**config.mk**
```make
export PLATFORM = sky130hd
export DESIGN_NAME = wkin_top
export DESIGN_NICKNAME = d
export VERILOG_FILES = /design/src/wkin_pkg.sv /design/src/wkin_top.sv
export SDC_FILE = /design/constraint.sdc
export NUM_CORES = 1
export LEC_CHECK = 0
export ABC_AREA = 1
export BUFFER_PORTS_ARGS = -buffer_cell sky130_fd_sc_hd__buf_4
export CORE_MARGIN = 4
export CORE_UTILIZATION = 50
export CTS_CLUSTER_DIAMETER = 120
export DETAILED_ROUTE_END_ITERATION = 7
export MAX_ROUTING_LAYER = met4
export PLACE_DENSITY = 0.68
export SETUP_SLACK_MARGIN = 0.02
export SLEW_MARGIN = 10
export SYNTH_ARGS = -nofsm -noshare
export SYNTH_HDL_FRONTEND = slang
export SYNTH_SLANG_ARGS = --single-unit
```
**constraint.sdc**
```tcl
create_clock -name clk -period 7 [get_ports clk]
set_clock_uncertainty 0.1 [all_clocks]
set_input_delay 1.4 -clock clk [delete_from_list [all_inputs] [get_ports clk]]
set_output_delay 1.4 -clock clk [all_outputs]
set_load 0.02 [all_outputs]
```
**src/wkin_pkg.sv**
```systemverilog
// Constants, encodings and carrier types for the wake input detection block.
// Assumes a 50 MHz system clock and an APB register bus with 32-bit data.
package wkin_pkg;

  //////////////////////////////////////////////////////////////////////////////
  // Sizes and timing.
  localparam int WKIN_N_WAKE = 3;
  localparam int WKIN_N_ALT = 2;
  localparam int WKIN_CLK_HZ = 50_000_000;
  localparam int WKIN_FILT_SHORT_NS = 16000;
  localparam int WKIN_FILT_LONG_NS = 64000;
  localparam int WKIN_FILT_SHORT_CYC_I = (WKIN_FILT_SHORT_NS * (WKIN_CLK_HZ / 1_000_000) + 999) / 1000;
  localparam int WKIN_FILT_LONG_CYC_I = (WKIN_FILT_LONG_NS * (WKIN_CLK_HZ / 1_000_000) + 999) / 1000;
  localparam logic [11:0] WKIN_FILT_SHORT_CYC = WKIN_FILT_SHORT_CYC_I[11:0];
  localparam logic [11:0] WKIN_FILT_LONG_CYC = WKIN_FILT_LONG_CYC_I[11:0];
  localparam int WKIN_TICK_CYCLES_DEFAULT = 50000;

  //////////////////////////////////////////////////////////////////////////////
  // Register byte offsets.
  localparam logic [7:0] WKIN_ADDR_WAKE_ENABLE = 8'h00;
  localparam logic [7:0] WKIN_ADDR_BIAS = 8'h04;
  localparam logic [7:0] WKIN_ADDR_FILTER = 8'h08;
  localparam logic [7:0] WKIN_ADDR_SOURCE = 8'h0c;
  localparam logic [7:0] WKIN_ADDR_ALT_STATUS = 8'h10;
  localparam logic [7:0] WKIN_ADDR_LEVEL = 8'h14;
  localparam logic [7:0] WKIN_ADDR_SOURCE_MASK = 8'h18;
  localparam logic [7:0] WKIN_ADDR_ALT_MASK = 8'h1c;
  localparam logic [7:0] WKIN_ADDR_TIMER_A = 8'h20;
  localparam logic [7:0] WKIN_ADDR_TIMER_B = 8'h24;
  localparam logic [7:0] WKIN_ADDR_ALT_ENABLE = 8'h28;

  //////////////////////////////////////////////////////////////////////////////
  // Field positions and reset values.
  localparam int WKIN_TIMER_ON_LSB = 0;
  localparam int WKIN_TIMER_PERIOD_LSB = 4;
  localparam logic [2:0] WKIN_WAKE_ENABLE_RST = 3'h0;
  localparam logic [5:0] WKIN_BIAS_RST = 6'h00;
  localparam logic [5:0] WKIN_FILTER_RST = 6'h00;
  localparam logic [2:0] WKIN_MASK_RST = 3'h0;
  localparam logic [7:0] WKIN_TIMER_RST = 8'h00;
  localparam logic [1:0] WKIN_ALT_RST = 2'h0;

  //////////////////////////////////////////////////////////////////////////////
  // Encodings.
  localparam logic [1:0] WKIN_BIAS_NONE = 2'h0;
  localparam logic [1:0] WKIN_BIAS_DOWN = 2'h1;
  localparam logic [1:0] WKIN_BIAS_UP = 2'h2;
  localparam logic [1:0] WKIN_BIAS_AUTO = 2'h3;
  localparam logic [1:0] WKIN_FLT_STATIC_SHORT = 2'h0;
  localparam logic [1:0] WKIN_FLT_STATIC_LONG = 2'h1;
  localparam logic [1:0] WKIN_FLT_CYCLIC_A = 2'h2;
  localparam logic [1:0] WKIN_FLT_CYCLIC_B = 2'h3;

  typedef enum logic [1:0] {
    WKIN_MODE_NORMAL,
    WKIN_MODE_STOP,
    WKIN_MODE_SLEEP,
    WKIN_MODE_FAILSAFE
  } wkin_mode_t;

  //////////////////////////////////////////////////////////////////////////////
  // Carriers.
  typedef struct packed {
    logic psel;
    logic penable;
    logic pwrite;
    logic [7:0] paddr;
    logic [31:0] pwdata;
  } wkin_apb_req_t;

  typedef struct packed {
    logic [31:0] prdata;
    logic pready;
    logic pslverr;
  } wkin_apb_rsp_t;

  typedef struct packed {
    logic [2:0] wake;
    logic [1:0] alt;
  } wkin_pins_t;

  typedef struct packed {
    logic [2:0] pull_up;
    logic [2:0] pull_down;
  } wkin_bias_t;

endpackage : wkin_pkg

```
**src/wkin_top.sv**
```systemverilog
// Wake input detection: filters, cyclic sense timers, bias control and APB registers.
// Assumes pin levels are already synchronous to clk and the power mode comes from the mode controller.
//
// Our own choices: the APB interface to the registers and the address map.
`timescale 1ns/100ps
`default_nettype none

module wkin_top #(
  parameter int TICK_CYCLES = wkin_pkg::WKIN_TICK_CYCLES_DEFAULT
) (
  input wire logic clk,
  input wire logic rst,
  input wire wkin_pkg::wkin_apb_req_t apb_req,
  output var wkin_pkg::wkin_apb_rsp_t apb_rsp,
  input wire wkin_pkg::wkin_pins_t pins,
  input wire wkin_pkg::wkin_mode_t sbc_mode,
  output var wkin_pkg::wkin_bias_t bias,
  output logic irq,
  output logic wake_req,
  output logic [1:0] timer_on
);
  import wkin_pkg::*;

  //////////////////////////////////////////////////////////////////////////////
  // State.
  typedef struct packed {
    wkin_apb_rsp_t rsp;
    logic [2:0] wake_enable_control;
    logic [5:0] wake_bias_control;
    logic [5:0] wake_filter_control;
    logic [2:0] wake_source_status;
    logic [1:0] alt_wake_status;
    logic [2:0] wake_level_status;
    logic [2:0] source_mask;
    logic [1:0] alt_mask;
    logic [7:0] cyclic_timer_a_control;
    logic [7:0] cyclic_timer_b_control;
    logic [1:0] alt_enable;
    logic [2:0][11:0] filt_cnt;
    logic [2:0] stable;
    logic [2:0] sample;
    logic [1:0][11:0] alt_cnt;
    logic [1:0] alt_stable;
    logic [15:0] tick_cnt;
    logic [1:0][3:0] timer_cnt;
    logic [1:0] timer_on;
    wkin_bias_t bias;
    logic irq;
    logic wake_req;
  } wkin_state_t;

  wkin_state_t st;
  wkin_state_t next_st;

  localparam logic [15:0] TICK_LAST = 16'(TICK_CYCLES - 1);

  //////////////////////////////////////////////////////////////////////////////
  // Next-state logic.
  always_comb begin
    logic [2:0] src_set;
    logic [1:0] alt_set;
    logic [2:0] src_clr;
    logic [1:0] alt_clr;
    logic [1:0] window_end;
    logic tick;
    logic active_mode;
    logic [1:0] flt;
    logic [1:0] bsel;
    logic [11:0] limit;
    logic win;
    logic wend;
    logic [3:0] per;
    logic [3:0] ontime;
    logic [7:0] tctl;
    logic wr;
    logic [31:0] rdata;
    logic rerr;
    next_st = st;
    src_set = 3'h0;
    alt_set = 2'h0;
    src_clr = 3'h0;
    alt_clr = 2'h0;
    window_end = 2'h0;
    flt = 2'h0;
    bsel = 2'h0;
    limit = 12'h000;
    win = 1'b0;
    wend = 1'b0;
    per = 4'h0;
    ontime = 4'h0;
    tctl = 8'h00;
    rdata = 32'h0000_0000;
    rerr = 1'b0;
    tick = 1'b0;
    wr = 1'b0;
    active_mode = (sbc_mode == WKIN_MODE_NORMAL) || (sbc_mode == WKIN_MODE_STOP);

    // Cyclic sense timers share one prescaler; a zero period stops a timer.
    tick = (st.tick_cnt == TICK_LAST);
    next_st.tick_cnt = tick ? 16'h0000 : st.tick_cnt + 16'h0001;
    for (int t = 0; t < 2; t++) begin
      tctl = (t == 0) ? st.cyclic_timer_a_control : st.cyclic_timer_b_control;
      per = tctl[WKIN_TIMER_PERIOD_LSB +: 4];
      ontime = tctl[WKIN_TIMER_ON_LSB +: 4];
      if (per == 4'h0) begin
        next_st.timer_cnt[t] = 4'h0;
      end else if (tick) begin
        next_st.timer_cnt[t] = (st.timer_cnt[t] >= per - 4'h1) ? 4'h0 : st.timer_cnt[t] + 4'h1;
      end
      next_st.timer_on[t] = (per != 4'h0) && (next_st.timer_cnt[t] < ontime);
      window_end[t] = st.timer_on[t] && !next_st.timer_on[t];
    end

    // Main wake inputs.
    for (int i = 0; i < WKIN_N_WAKE; i++) begin
      flt = st.wake_filter_control[2*i +: 2];
      limit = (flt == WKIN_FLT_STATIC_LONG) ? WKIN_FILT_LONG_CYC : WKIN_FILT_SHORT_CYC;
      win = flt[1] ? st.timer_on[flt[0]] : 1'b1;
      wend = flt[1] && window_end[flt[0]];
      if (win && (pins.wake[i] != st.stable[i])) begin
        if (st.filt_cnt[i] == limit - 12'h001) begin
          next_st.stable[i] = pins.wake[i];
          next_st.filt_cnt[i] = 12'h000;
          if (!flt[1]) begin
            src_set[i] = st.wake_enable_control[i];
          end
        end else begin
          next_st.filt_cnt[i] = st.filt_cnt[i] + 12'h001;
        end
      end else begin
        next_st.filt_cnt[i] = 12'h000;
      end
      if (wend) begin
        next_st.sample[i] = st.stable[i];
        if (st.stable[i] != st.sample[i]) begin
          src_set[i] = st.wake_enable_control[i];
        end
      end
      if (active_mode) begin
        next_st.wake_level_status[i] = flt[1] ? next_st.sample[i] : next_st.stable[i];
      end
      bsel = st.wake_bias_control[2*i +: 2];
      case (bsel)
        WKIN_BIAS_NONE: begin
          next_st.bias.pull_up[i] = 1'b0;
          next_st.bias.pull_down[i] = 1'b0;
        end
        WKIN_BIAS_DOWN: begin
          next_st.bias.pull_up[i] = 1'b0;
          next_st.bias.pull_down[i] = 1'b1;
        end
        WKIN_BIAS_UP: begin
          next_st.bias.pull_up[i] = 1'b1;
          next_st.bias.pull_down[i] = 1'b0;
        end
        default: begin
          next_st.bias.pull_up[i] = next_st.stable[i];
          next_st.bias.pull_down[i] = !next_st.stable[i];
        end
      endcase
    end

    // Alternate output pins used as wake inputs: always static, short filter.
    for (int j = 0; j < WKIN_N_ALT; j++) begin
      if (st.alt_enable[j] && (pins.alt[j] != st.alt_stable[j])) begin
        if (st.alt_cnt[j] == WKIN_FILT_SHORT_CYC - 12'h001) begin
          next_st.alt_stable[j] = pins.alt[j];
          next_st.alt_cnt[j] = 12'h000;
          alt_set[j] = 1'b1;
        end else begin
          next_st.alt_cnt[j] = st.alt_cnt[j] + 12'h001;
        end
      end else begin
        next_st.alt_cnt[j] = 12'h000;
        if (!st.alt_enable[j]) begin
          next_st.alt_stable[j] = pins.alt[j];
        end
      end
    end

    // APB slave: read data is prepared one cycle ahead, a write lands on the pready edge.
    case (apb_req.paddr)
      WKIN_ADDR_WAKE_ENABLE: rdata = {29'h0, st.wake_enable_control};
      WKIN_ADDR_BIAS: rdata = {26'h0, st.wake_bias_control};
      WKIN_ADDR_FILTER: rdata = {26'h0, st.wake_filter_control};
      WKIN_ADDR_SOURCE: rdata = {29'h0, st.wake_source_status};
      WKIN_ADDR_ALT_STATUS: rdata = {30'h0, st.alt_wake_status};
      WKIN_ADDR_LEVEL: rdata = {29'h0, st.wake_level_status};
      WKIN_ADDR_SOURCE_MASK: rdata = {29'h0, st.source_mask};
      WKIN_ADDR_ALT_MASK: rdata = {30'h0, st.alt_mask};
      WKIN_ADDR_TIMER_A: rdata = {24'h0, st.cyclic_timer_a_control};
      WKIN_ADDR_TIMER_B: rdata = {24'h0, st.cyclic_timer_b_control};
      WKIN_ADDR_ALT_ENABLE: rdata = {30'h0, st.alt_enable};
      default: rerr = 1'b1;
    endcase
    wr = apb_req.psel && apb_req.penable && st.rsp.pready && apb_req.pwrite && !st.rsp.pslverr;
    if (apb_req.psel && apb_req.penable && !st.rsp.pready) begin
      next_st.rsp.pready = 1'b1;
      next_st.rsp.pslverr = rerr;
      next_st.rsp.prdata = apb_req.pwrite ? 32'h0000_0000 : rdata;
    end else begin
      next_st.rsp.pready = 1'b0;
      next_st.rsp.pslverr = 1'b0;
      next_st.rsp.prdata = 32'h0000_0000;
    end
    if (wr) begin
      case (apb_req.paddr)
        WKIN_ADDR_WAKE_ENABLE: next_st.wake_enable_control = apb_req.pwdata[2:0];
        WKIN_ADDR_BIAS: next_st.wake_bias_control = apb_req.pwdata[5:0];
        WKIN_ADDR_FILTER: next_st.wake_filter_control = apb_req.pwdata[5:0];
        WKIN_ADDR_SOURCE: src_clr = apb_req.pwdata[2:0];
        WKIN_ADDR_ALT_STATUS: alt_clr = apb_req.pwdata[1:0];
        WKIN_ADDR_SOURCE_MASK: next_st.source_mask = apb_req.pwdata[2:0];
        WKIN_ADDR_ALT_MASK: next_st.alt_mask = apb_req.pwdata[1:0];
        WKIN_ADDR_TIMER_A: next_st.cyclic_timer_a_control = apb_req.pwdata[7:0];
        WKIN_ADDR_TIMER_B: next_st.cyclic_timer_b_control = apb_req.pwdata[7:0];
        WKIN_ADDR_ALT_ENABLE: next_st.alt_enable = apb_req.pwdata[1:0];
        default: begin
        end
      endcase
    end

    // Sticky status, a new event wins over a clear in the same cycle.
    next_st.wake_source_status = (st.wake_source_status & ~src_clr) | src_set;
    next_st.alt_wake_status = (st.alt_wake_status & ~alt_clr) | alt_set;
    next_st.irq = |(next_st.wake_source_status & next_st.source_mask) ||
                  |(next_st.alt_wake_status & next_st.alt_mask);
    if (sbc_mode == WKIN_MODE_NORMAL) begin
      next_st.wake_req = 1'b0;
    end else if (!active_mode && ((src_set != 3'h0) || (alt_set != 2'h0))) begin
      next_st.wake_req = 1'b1;
    end
  end

  //////////////////////////////////////////////////////////////////////////////
  // State register.
  always_ff @(posedge clk or posedge rst) begin
    if (rst) begin
      st <= '0;
      st.wake_enable_control <= WKIN_WAKE_ENABLE_RST;
      st.wake_bias_control <= WKIN_BIAS_RST;
      st.wake_filter_control <= WKIN_FILTER_RST;
      st.source_mask <= WKIN_MASK_RST;
      st.alt_mask <= WKIN_ALT_RST;
      st.cyclic_timer_a_control <= WKIN_TIMER_RST;
      st.cyclic_timer_b_control <= WKIN_TIMER_RST;
      st.alt_enable <= WKIN_ALT_RST;
    end else begin
      st <= next_st;
    end
  end

  assign apb_rsp = st.rsp;
  assign bias = st.bias;
  assign irq = st.irq;
  assign wake_req = st.wake_req;
  assign timer_on = st.timer_on;

endmodule : wkin_top

`default_nettype wire

```
==> out/results.ini, run 1 <==
[timing]
finalSetupTns_ns=0
rsz0062_at_grt=false
drv_slew=0
fmaxAchievable_mhz=270
relSlewSlack_pct=37.3
fin_crit_ns=3.70
worst_pin_slew_ns=0.932
post-route-period-util_pct=52.8
whs_ns=0.351
finalSetupViolCount=0
hold_viol_final=0

[synth]
syn_area_per_cell_sq_um=8.30
synth_edf_count=0
synth.distinct_cells=51
yosysSeqAreaShare_pct=47.1
synth_area_sq_um=8400
yosys_warnings=0
ys_ff_latch=158
synthFlopType=dfrtp_1
synth_cells=1012
async_flop_share_pct=100

[place]
hpwl_mm=13.1
gp_congestion=0.843
port_buffers=47

[global_routing]
grt_pass1_wl_mm=30.0
antenna_found_initial=0
grt_start_max_net_pins=100
overflow=0
grt_usage_pct=20.7
grt_pass1_vias=6369

[hold_path]
hp-class=flip-flop to flip-flop
worstHoldPathCells=1

[routing]
drt_wl_total_mm=18.0
drc=0
dr.pass1.iters=5
drt-initial-drc-count=358
wire_per_inst_um=14.0
viasPerCell=5.11
vias=6577
ant_nets=0

[finish]
seq_area_sq_um=3950
drive_gt1_share_pct=12.9
antenna_cells=0
nFillCells=1506
final_common_cell=nand2_1
syn_to_final_growth_pct=11.9
nNetsFinal=1130
multi_input_area_sq_um=3600
final_cell_mix=nand2_1, dfrtp_1, inv_1

[critical_path]
end_kind=flip-flop
critPathMaxStageDelay_ns=0.83
cp_num_buf_inv=1
arrival_ns=3.91
cp.depth=17
path_cells=ha_1, nand3_4, nor4_1, nand4_1, xor2_1, nor2_1, ha_1, a211oi_1, nand2_2, nand2_2, nand2_1, nand4_2, nand3_2, nand2_1, nand2_1, inv_1, nand2_1
worst-path-max-fanout=5
crit_top_cell=nand2_1
r2r_cells=17
path_class=flip-flop to flip-flop
cp-start-kind=flip-flop
path_delay_family=simple AND/OR/NAND/NOR gates
slowest_stage=nor4_1
required_ns=7.21

[clocking]
cts_resized=0
cts_hold_buffers=0
clk_pin_slew_ns=0.06
cts_buffer_depth=2
insertion_delay_ns=0.42
postCtsSetupRepairBufs=0
cts_root_buf=clkbuf_16
clkSinkCount=158
h-tree-depth=4
cts_tree=yes
cts_buffers=17

[pwr]
seq_power_share_pct=47.2
intPower_uw=1520
clockPowerShare_pct=48.5
powerDensity_nw_per_um2=210
p_leak_uw=0.00440
p_switching_uw=459
p_comb_share_pct=4.3
vdd_drop_max_uv=218
swShare_pct=23.2

[status]
status=finished, final reports clean

[floorplanning]
die_y_um=138
die_x_um=138
design.die.area_sq_um=18900
core_area_sq_um=16500
io_pins=96
rows=47
initial_core_util_pct=50.8

[run]
drv_cap=0

[power by group through the flow]
stage / Sequential, uW / Combinational, uW / Clock (uW)
after floorplan: 947 / 67.3 / 0
after global placement: 948 / 85.8 / 0
after detailed placement: 948 / 86.8 / 0
after CTS: 931 / 86.9 / 976
after global routing: 932 / 98.0 / 1030
final: 932 / 85.0 / 958
[cell type report]
type,instances,share of cell area [%]
clock buffers,18,4.57
multi-input cells,675,38.4
inverters,152,6.19
flip-flops and latches,158,42.1
repair buffers,49,3.92
well taps,220,2.93
clock inverters,14,1.93
[cell usage after synthesis (2+ instances only)]
cell | n | share of area (%)
o21bai_1 | 6 | 0.54
inv_1 | 148 | 6.6
or2_2 | 3 | 0.22
nor2_1 | 126 | 5.6
nand2_2 | 14 | 1.0
a31oi_1 | 7 | 0.52
nor3_1 | 34 | 2.0
nand3_1 | 33 | 2.0
a221oi_1 | 7 | 0.73
o21ai_2 | 6 | 0.63
clkbuf_1 | 6 | 0.27
o21a_1 | 6 | 0.54
a21oi_1 | 39 | 2.3
nand2_4 | 2 | 0.27
buf_4 | 42 | 3.8
nand4_1 | 13 | 0.97
xor2_1 | 21 | 2.2
a211oi_1 | 2 | 0.18
inv_2 | 2 | 0.089
a22o_1 | 2 | 0.21
o22ai_1 | 6 | 0.45
and3_1 | 4 | 0.30
dfrtp_1 | 158 | 47
o21ai_0 | 57 | 3.4
nand3_2 | 8 | 0.95
nor3b_1 | 10 | 0.89
nor2_2 | 11 | 0.82
ha_1 | 25 | 3.7
nor4_1 | 4 | 0.30
o221ai_1 | 2 | 0.21
xnor2_1 | 8 | 0.83
nand2_1 | 179 | 8.0
nand4_2 | 3 | 0.45
[final timing paths]
kind	start	end	slack (ns)
setup reg to reg	st[18]	irq	3.30
max in group asynchronous	rst	st[34]	4.40
hold / removal	st[90]	st[90]	0.35
setup / recovery	st[18]	irq	3.30
min in group asynchronous	rst	st[23]	1.07
hold reg to reg	st[90]	st[90]	0.35
[cells by family after synthesis]
kind of cell / share of synthesized area [%]
AOI/OAI and AO/OA: 10.6
xor gates and xnor gates: 3.02
adders and majority gates: 3.73
buffers and inverters: 11.0
DFF: 47.1
muxes: 0.134
other: 0.0447
and+or+nand+nor: 24.4
[metrics by stage]
stage               util, %  power (uW)  instance area [sq um]  setup WS, ns  instances
floorplan                 -        1010                   8480          1.24       1035
global placement       53.2        1030                   8780          3.41       1254
detailed placement     53.2        1040                   8780          3.34       1254
CTS                    56.8        1990                   9390          3.31       1286
global route           56.8        2060                   9390          3.09       1286
finish                 56.8        1970                   9390          3.30       1286
[sequential cells by signal, indices dropped and copies added (netlist names)]
signal	cells
apb_rsp	10
bias	6
irq	1
st	138
timer_on	2
wake_req	1
[routing by layer]
metal | up-vias | global-route usage [%] | part of all wire [%]
met5 | - | - | 0
li1 | 3287 | - | -
met4 | 0 | 5.54 | 1.6
met1 | 3132 | 26.4 | 46
met3 | 24 | 4.89 | 4.2
met2 | 134 | 33.2 | 48
(Power assumes the default switching activity.)
==> run 2: changes to the inputs <==
- ABC_AREA: 1 -> 0
- clock period: 7 -> 3.45 ns (I/O delays scaled with it)
==> run 2 against run 1 <==
Effect of this change: the run now ends with setup timing left; area after synthesis is 2.9% lower; first-iteration DRC count is 3.6% higher; wire length is 5.6% higher; critical path depth is 1 higher; total power is 98% higher; hold slack worse by 0.053 ns; final cell count is 8.9% lower; largest cell class is now multi-input combinational cells; clock power is 91% higher; count of clock-buffer cells in the layout is 5 higher; synthesized cell count is 18% lower; via count is 4.0% lower; sequential power is 100% higher.
==> out/results.ini, run 2 <==
[status]
status=finished, violations left
violations=setup timing

[routing]
dr.pass1.iters=5  ; unchanged
drc=0  ; unchanged
viasPerCell=5.39  ; +5.4%
drt-initial-drc-count=371  ; +3.6%
wire_per_inst_um=16.2  ; +16%
ant_nets=0  ; unchanged
vias=6313  ; -4.0%
drt_wl_total_mm=19.0  ; +5.6%

[synth]
synth.distinct_cells=58  ; +14%
yosys_warnings=0  ; unchanged
syn_area_per_cell_sq_um=9.79  ; +18%
yosysTopAreaCell=dfrtp_1
synthFlopType=dfrtp_1
synth_edf_count=0  ; unchanged
synth.most_common_cell=dfrtp_1
synth_cells=833  ; -18%
synth_area_leaders=dfrtp_1, nor2_1, xnor2_1, buf_4, xor2_1
ys_top_cells_by_count=dfrtp_1, nor2_1, nand2_1, buf_4, o21ai_0
ys_ff_latch=158  ; unchanged
yosysSeqAreaShare_pct=48.5  ; +1.4 points
yosys.area.top_type_share_pct=48.5  ; +1.4 points
synth_area_sq_um=8160  ; -2.9%
async_flop_share_pct=100  ; unchanged

[floorplanning]
design.die.area_sq_um=18400  ; -2.7%
io_pins=96  ; unchanged
die_x_um=136  ; -1.4%
rows=46  ; -2.1%
die_y_um=136  ; -1.4%
initial_core_util_pct=51.2  ; +0.34 points
core_area_sq_um=15900  ; -3.5%

[critical_path]
regToRegEndpoint=irq
required_ns=3.62  ; -3.59 ns
end_kind=flip-flop
crit_top_cell=a21oi_2
path_cells=inv_2, buf_6, ha_4, nand2b_4, a2111oi_4, nor3_2, nor2b_1, o21ai_1, a21oi_2, ha_1, a21oi_2, and4b_1, o21ai_2, o211ai_1, o22ai_2, a41oi_2, buf_4, o2111ai_2
slowest_stage=dfrtp_1
arrival_ns=3.87  ; -0.04 ns
path_class=flip-flop to flip-flop
worst-path-max-fanout=3  ; -2
cp-start-kind=flip-flop
critPathMaxStageDelay_ns=0.41  ; -0.42 ns
r2r-start=st[116]
r2r_setup_slack_ns=-0.25  ; -3.55 ns
r2r_cells=18  ; +1

[hold_path]
hp-class=input pin to asynchronous set/reset pin

[timing]
finalSetupTns_ns=-1.93  ; -1.93 ns
hold_viol_final=0  ; unchanged
relSlewSlack_pct=49.0  ; +12 points
post-route-period-util_pct=107  ; +54 points
rsz0062_at_grt=true
fmaxAchievable_mhz=271  ; about the same
finalSetupViolCount=11  ; +11
worst_pin_slew_ns=0.763  ; -0.169 ns
fin_crit_ns=3.70  ; -0.00117 ns
drv_slew=0  ; unchanged
fin_ws_ns=-0.246  ; -3.55 ns

[clocking]
cts_buffer_depth=2  ; unchanged
clk_pin_slew_ns=0.06  ; about the same
insertion_delay_ns=0.42  ; about the same
h-tree-depth=4  ; unchanged
cts_root_buf=clkbuf_16
cts_tree=yes
cts_buffers=17  ; unchanged
clkSinkCount=158  ; unchanged

[global_routing]
overflow=0  ; unchanged
grt_pass1_wl_mm=31.2  ; +4.0%
grt_usage_pct=22.2  ; +1.5 points
antenna_found_initial=0  ; unchanged
grt_start_max_net_pins=34  ; -66%
grt_pass1_vias=6373  ; +0.063%

[finish]
final_cell_mix=dfrtp_1, buf_4, nor2_1
antenna_cells=0  ; unchanged
syn_to_final_growth_pct=24.2
multi_input_area_sq_um=4230  ; +17%
fin_util_pct=63.6  ; +6.7 points
largest_reg_flops=138  ; unchanged
final_common_cell=dfrtp_1
nNetsFinal=1021  ; -9.6%
regMostFlops=st
nFillCells=1324  ; -12%
seq_area_sq_um=3950  ; unchanged
drive_gt1_share_pct=25.9  ; +13 points

[run]
drv_cap=0  ; unchanged

[pwr]
power_uw=3920  ; +98%
vdd_drop_max_uv=350  ; +60%
p_leak_uw=0.00460  ; +4.7%
seq_power_share_pct=48.4  ; +1.2 points
clockPowerShare_pct=46.7  ; -1.8 points
intPower_uw=3040  ; +100%
powerDensity_nw_per_um2=387  ; +84%
p_switching_uw=873  ; +90%
swShare_pct=22.3  ; -0.94 points
p_comb_share_pct=4.9  ; +0.6 points

[place]
gp_congestion=0.922  ; +9.3%
pre_cts_slack_ns=-0.534  ; -3.87 ns
port_buffers=47  ; unchanged
hpwl_mm=13.5  ; +2.9%

## run 2: cell types whose count changed in the layout (fill, tap and decap cells not counted), sizes merged, moves of 10 or more
cell | previous run | this run
a21oi | 39 | 18
a22oi | 0 | 14
and3 | 5 | 16
buf | 49 | 127
inv | 155 | 33
mux2 | 1 | 25
nand2 | 195 | 77
nand2b | 0 | 10
nor2 | 138 | 110
nor3 | 34 | 18
o21ai | 64 | 39
xnor2 | 8 | 38
xor2 | 21 | 36
## run 2: what timing repair did
| item | 4_1_cts | 5_1_grt |
|---|---|---|
| setup endpoints to repair | 12 | 12 |
| setup buffers | 9 | 5 |
| gates resized for setup | 48 | 21 |
| pin swaps | 33 | 18 |
| hold buffers | 0 | 0 |
## run 2: how the worst max path moves through the flow
stage / startpoint / to / slack [ns] / depth (start not counted)
6_report: st[116] / irq / -0.25 / 18
3_5_place_dp: st[108] / irq / -0.53 / 17
3_3_place_gp: st[117] / irq / -0.37 / 17
5_1_grt: st[108] / irq / -0.44 / 17
4_1_cts: st[108] / irq / -0.30 / 16
2_1_floorplan: st[117] / st[127] / 0.03 / 16
## run 2: power groups by stage
stage	sequential, uW	clock (uW)	combinational, uW
after floorplan	1920	0	140
after global placement	1930	0	188
after detailed placement	1930	0	190
after CTS	1890	1880	193
after global routing	1900	1950	215
final	1900	1830	192
## run 2: critical path, delay by kind of cell, from the launching register on
family / cells / cell delay [ns]
fa+ha+maj: 2 / 0.45
simple gates: 4 / 0.59
compound gates: 9 / 1.62
flops: 1 / 0.41
buf+inv: 3 / 0.37
## run 2: through the flow
step	hold WS [ns]	std cells	area, sq um
after floorplan	0.325	856	8370
after global placement	0.348	1127	9130
after detailed placement	0.361	1127	9130
after CTS	0.307	1166	10000
after global routing	0.342	1171	10100
final	0.297	1171	10100
## run 2: cell families (layout without fill, tap and decap cells)
| group | Yosys count | in the layout | synth area share, % |
|---|---|---|---|
| AOI/OAI and AO/OA | 122 | 122 | 9.85 |
| and+or+nand+nor | 330 | 330 | 19.4 |
| xor gates and xnor gates | 74 | 74 | 7.95 |
| adders and majority gates | 25 | 25 | 3.84 |
| buffers and inverters | 92 | 191 | 6.24 |
| other | 1 | 24 | 0.0460 |
| DFF | 158 | 158 | 48.5 |
| muxes | 31 | 31 | 4.23 |
## run 2: cell type report
type / instances / share of cell area (%)
Sequential cell: 158 / 39.0
Clock buffer: 23 / 4.72
Multi-Input combinational cell: 606 / 41.8
Timing Repair Buffer: 127 / 9.64
Inverter: 34 / 1.30
Tap cell: 216 / 2.67
Clock inverter: 7 / 0.864
## run 2: per-layer routing
layer  GRT usage [%]  wire length (um)  vias up
li1                -                 -     3062
met1            28.8              8690     3052
met2            34.6              9000      164
met3            4.57               839       35
met4            8.23               446        0
met5               -                 0        -
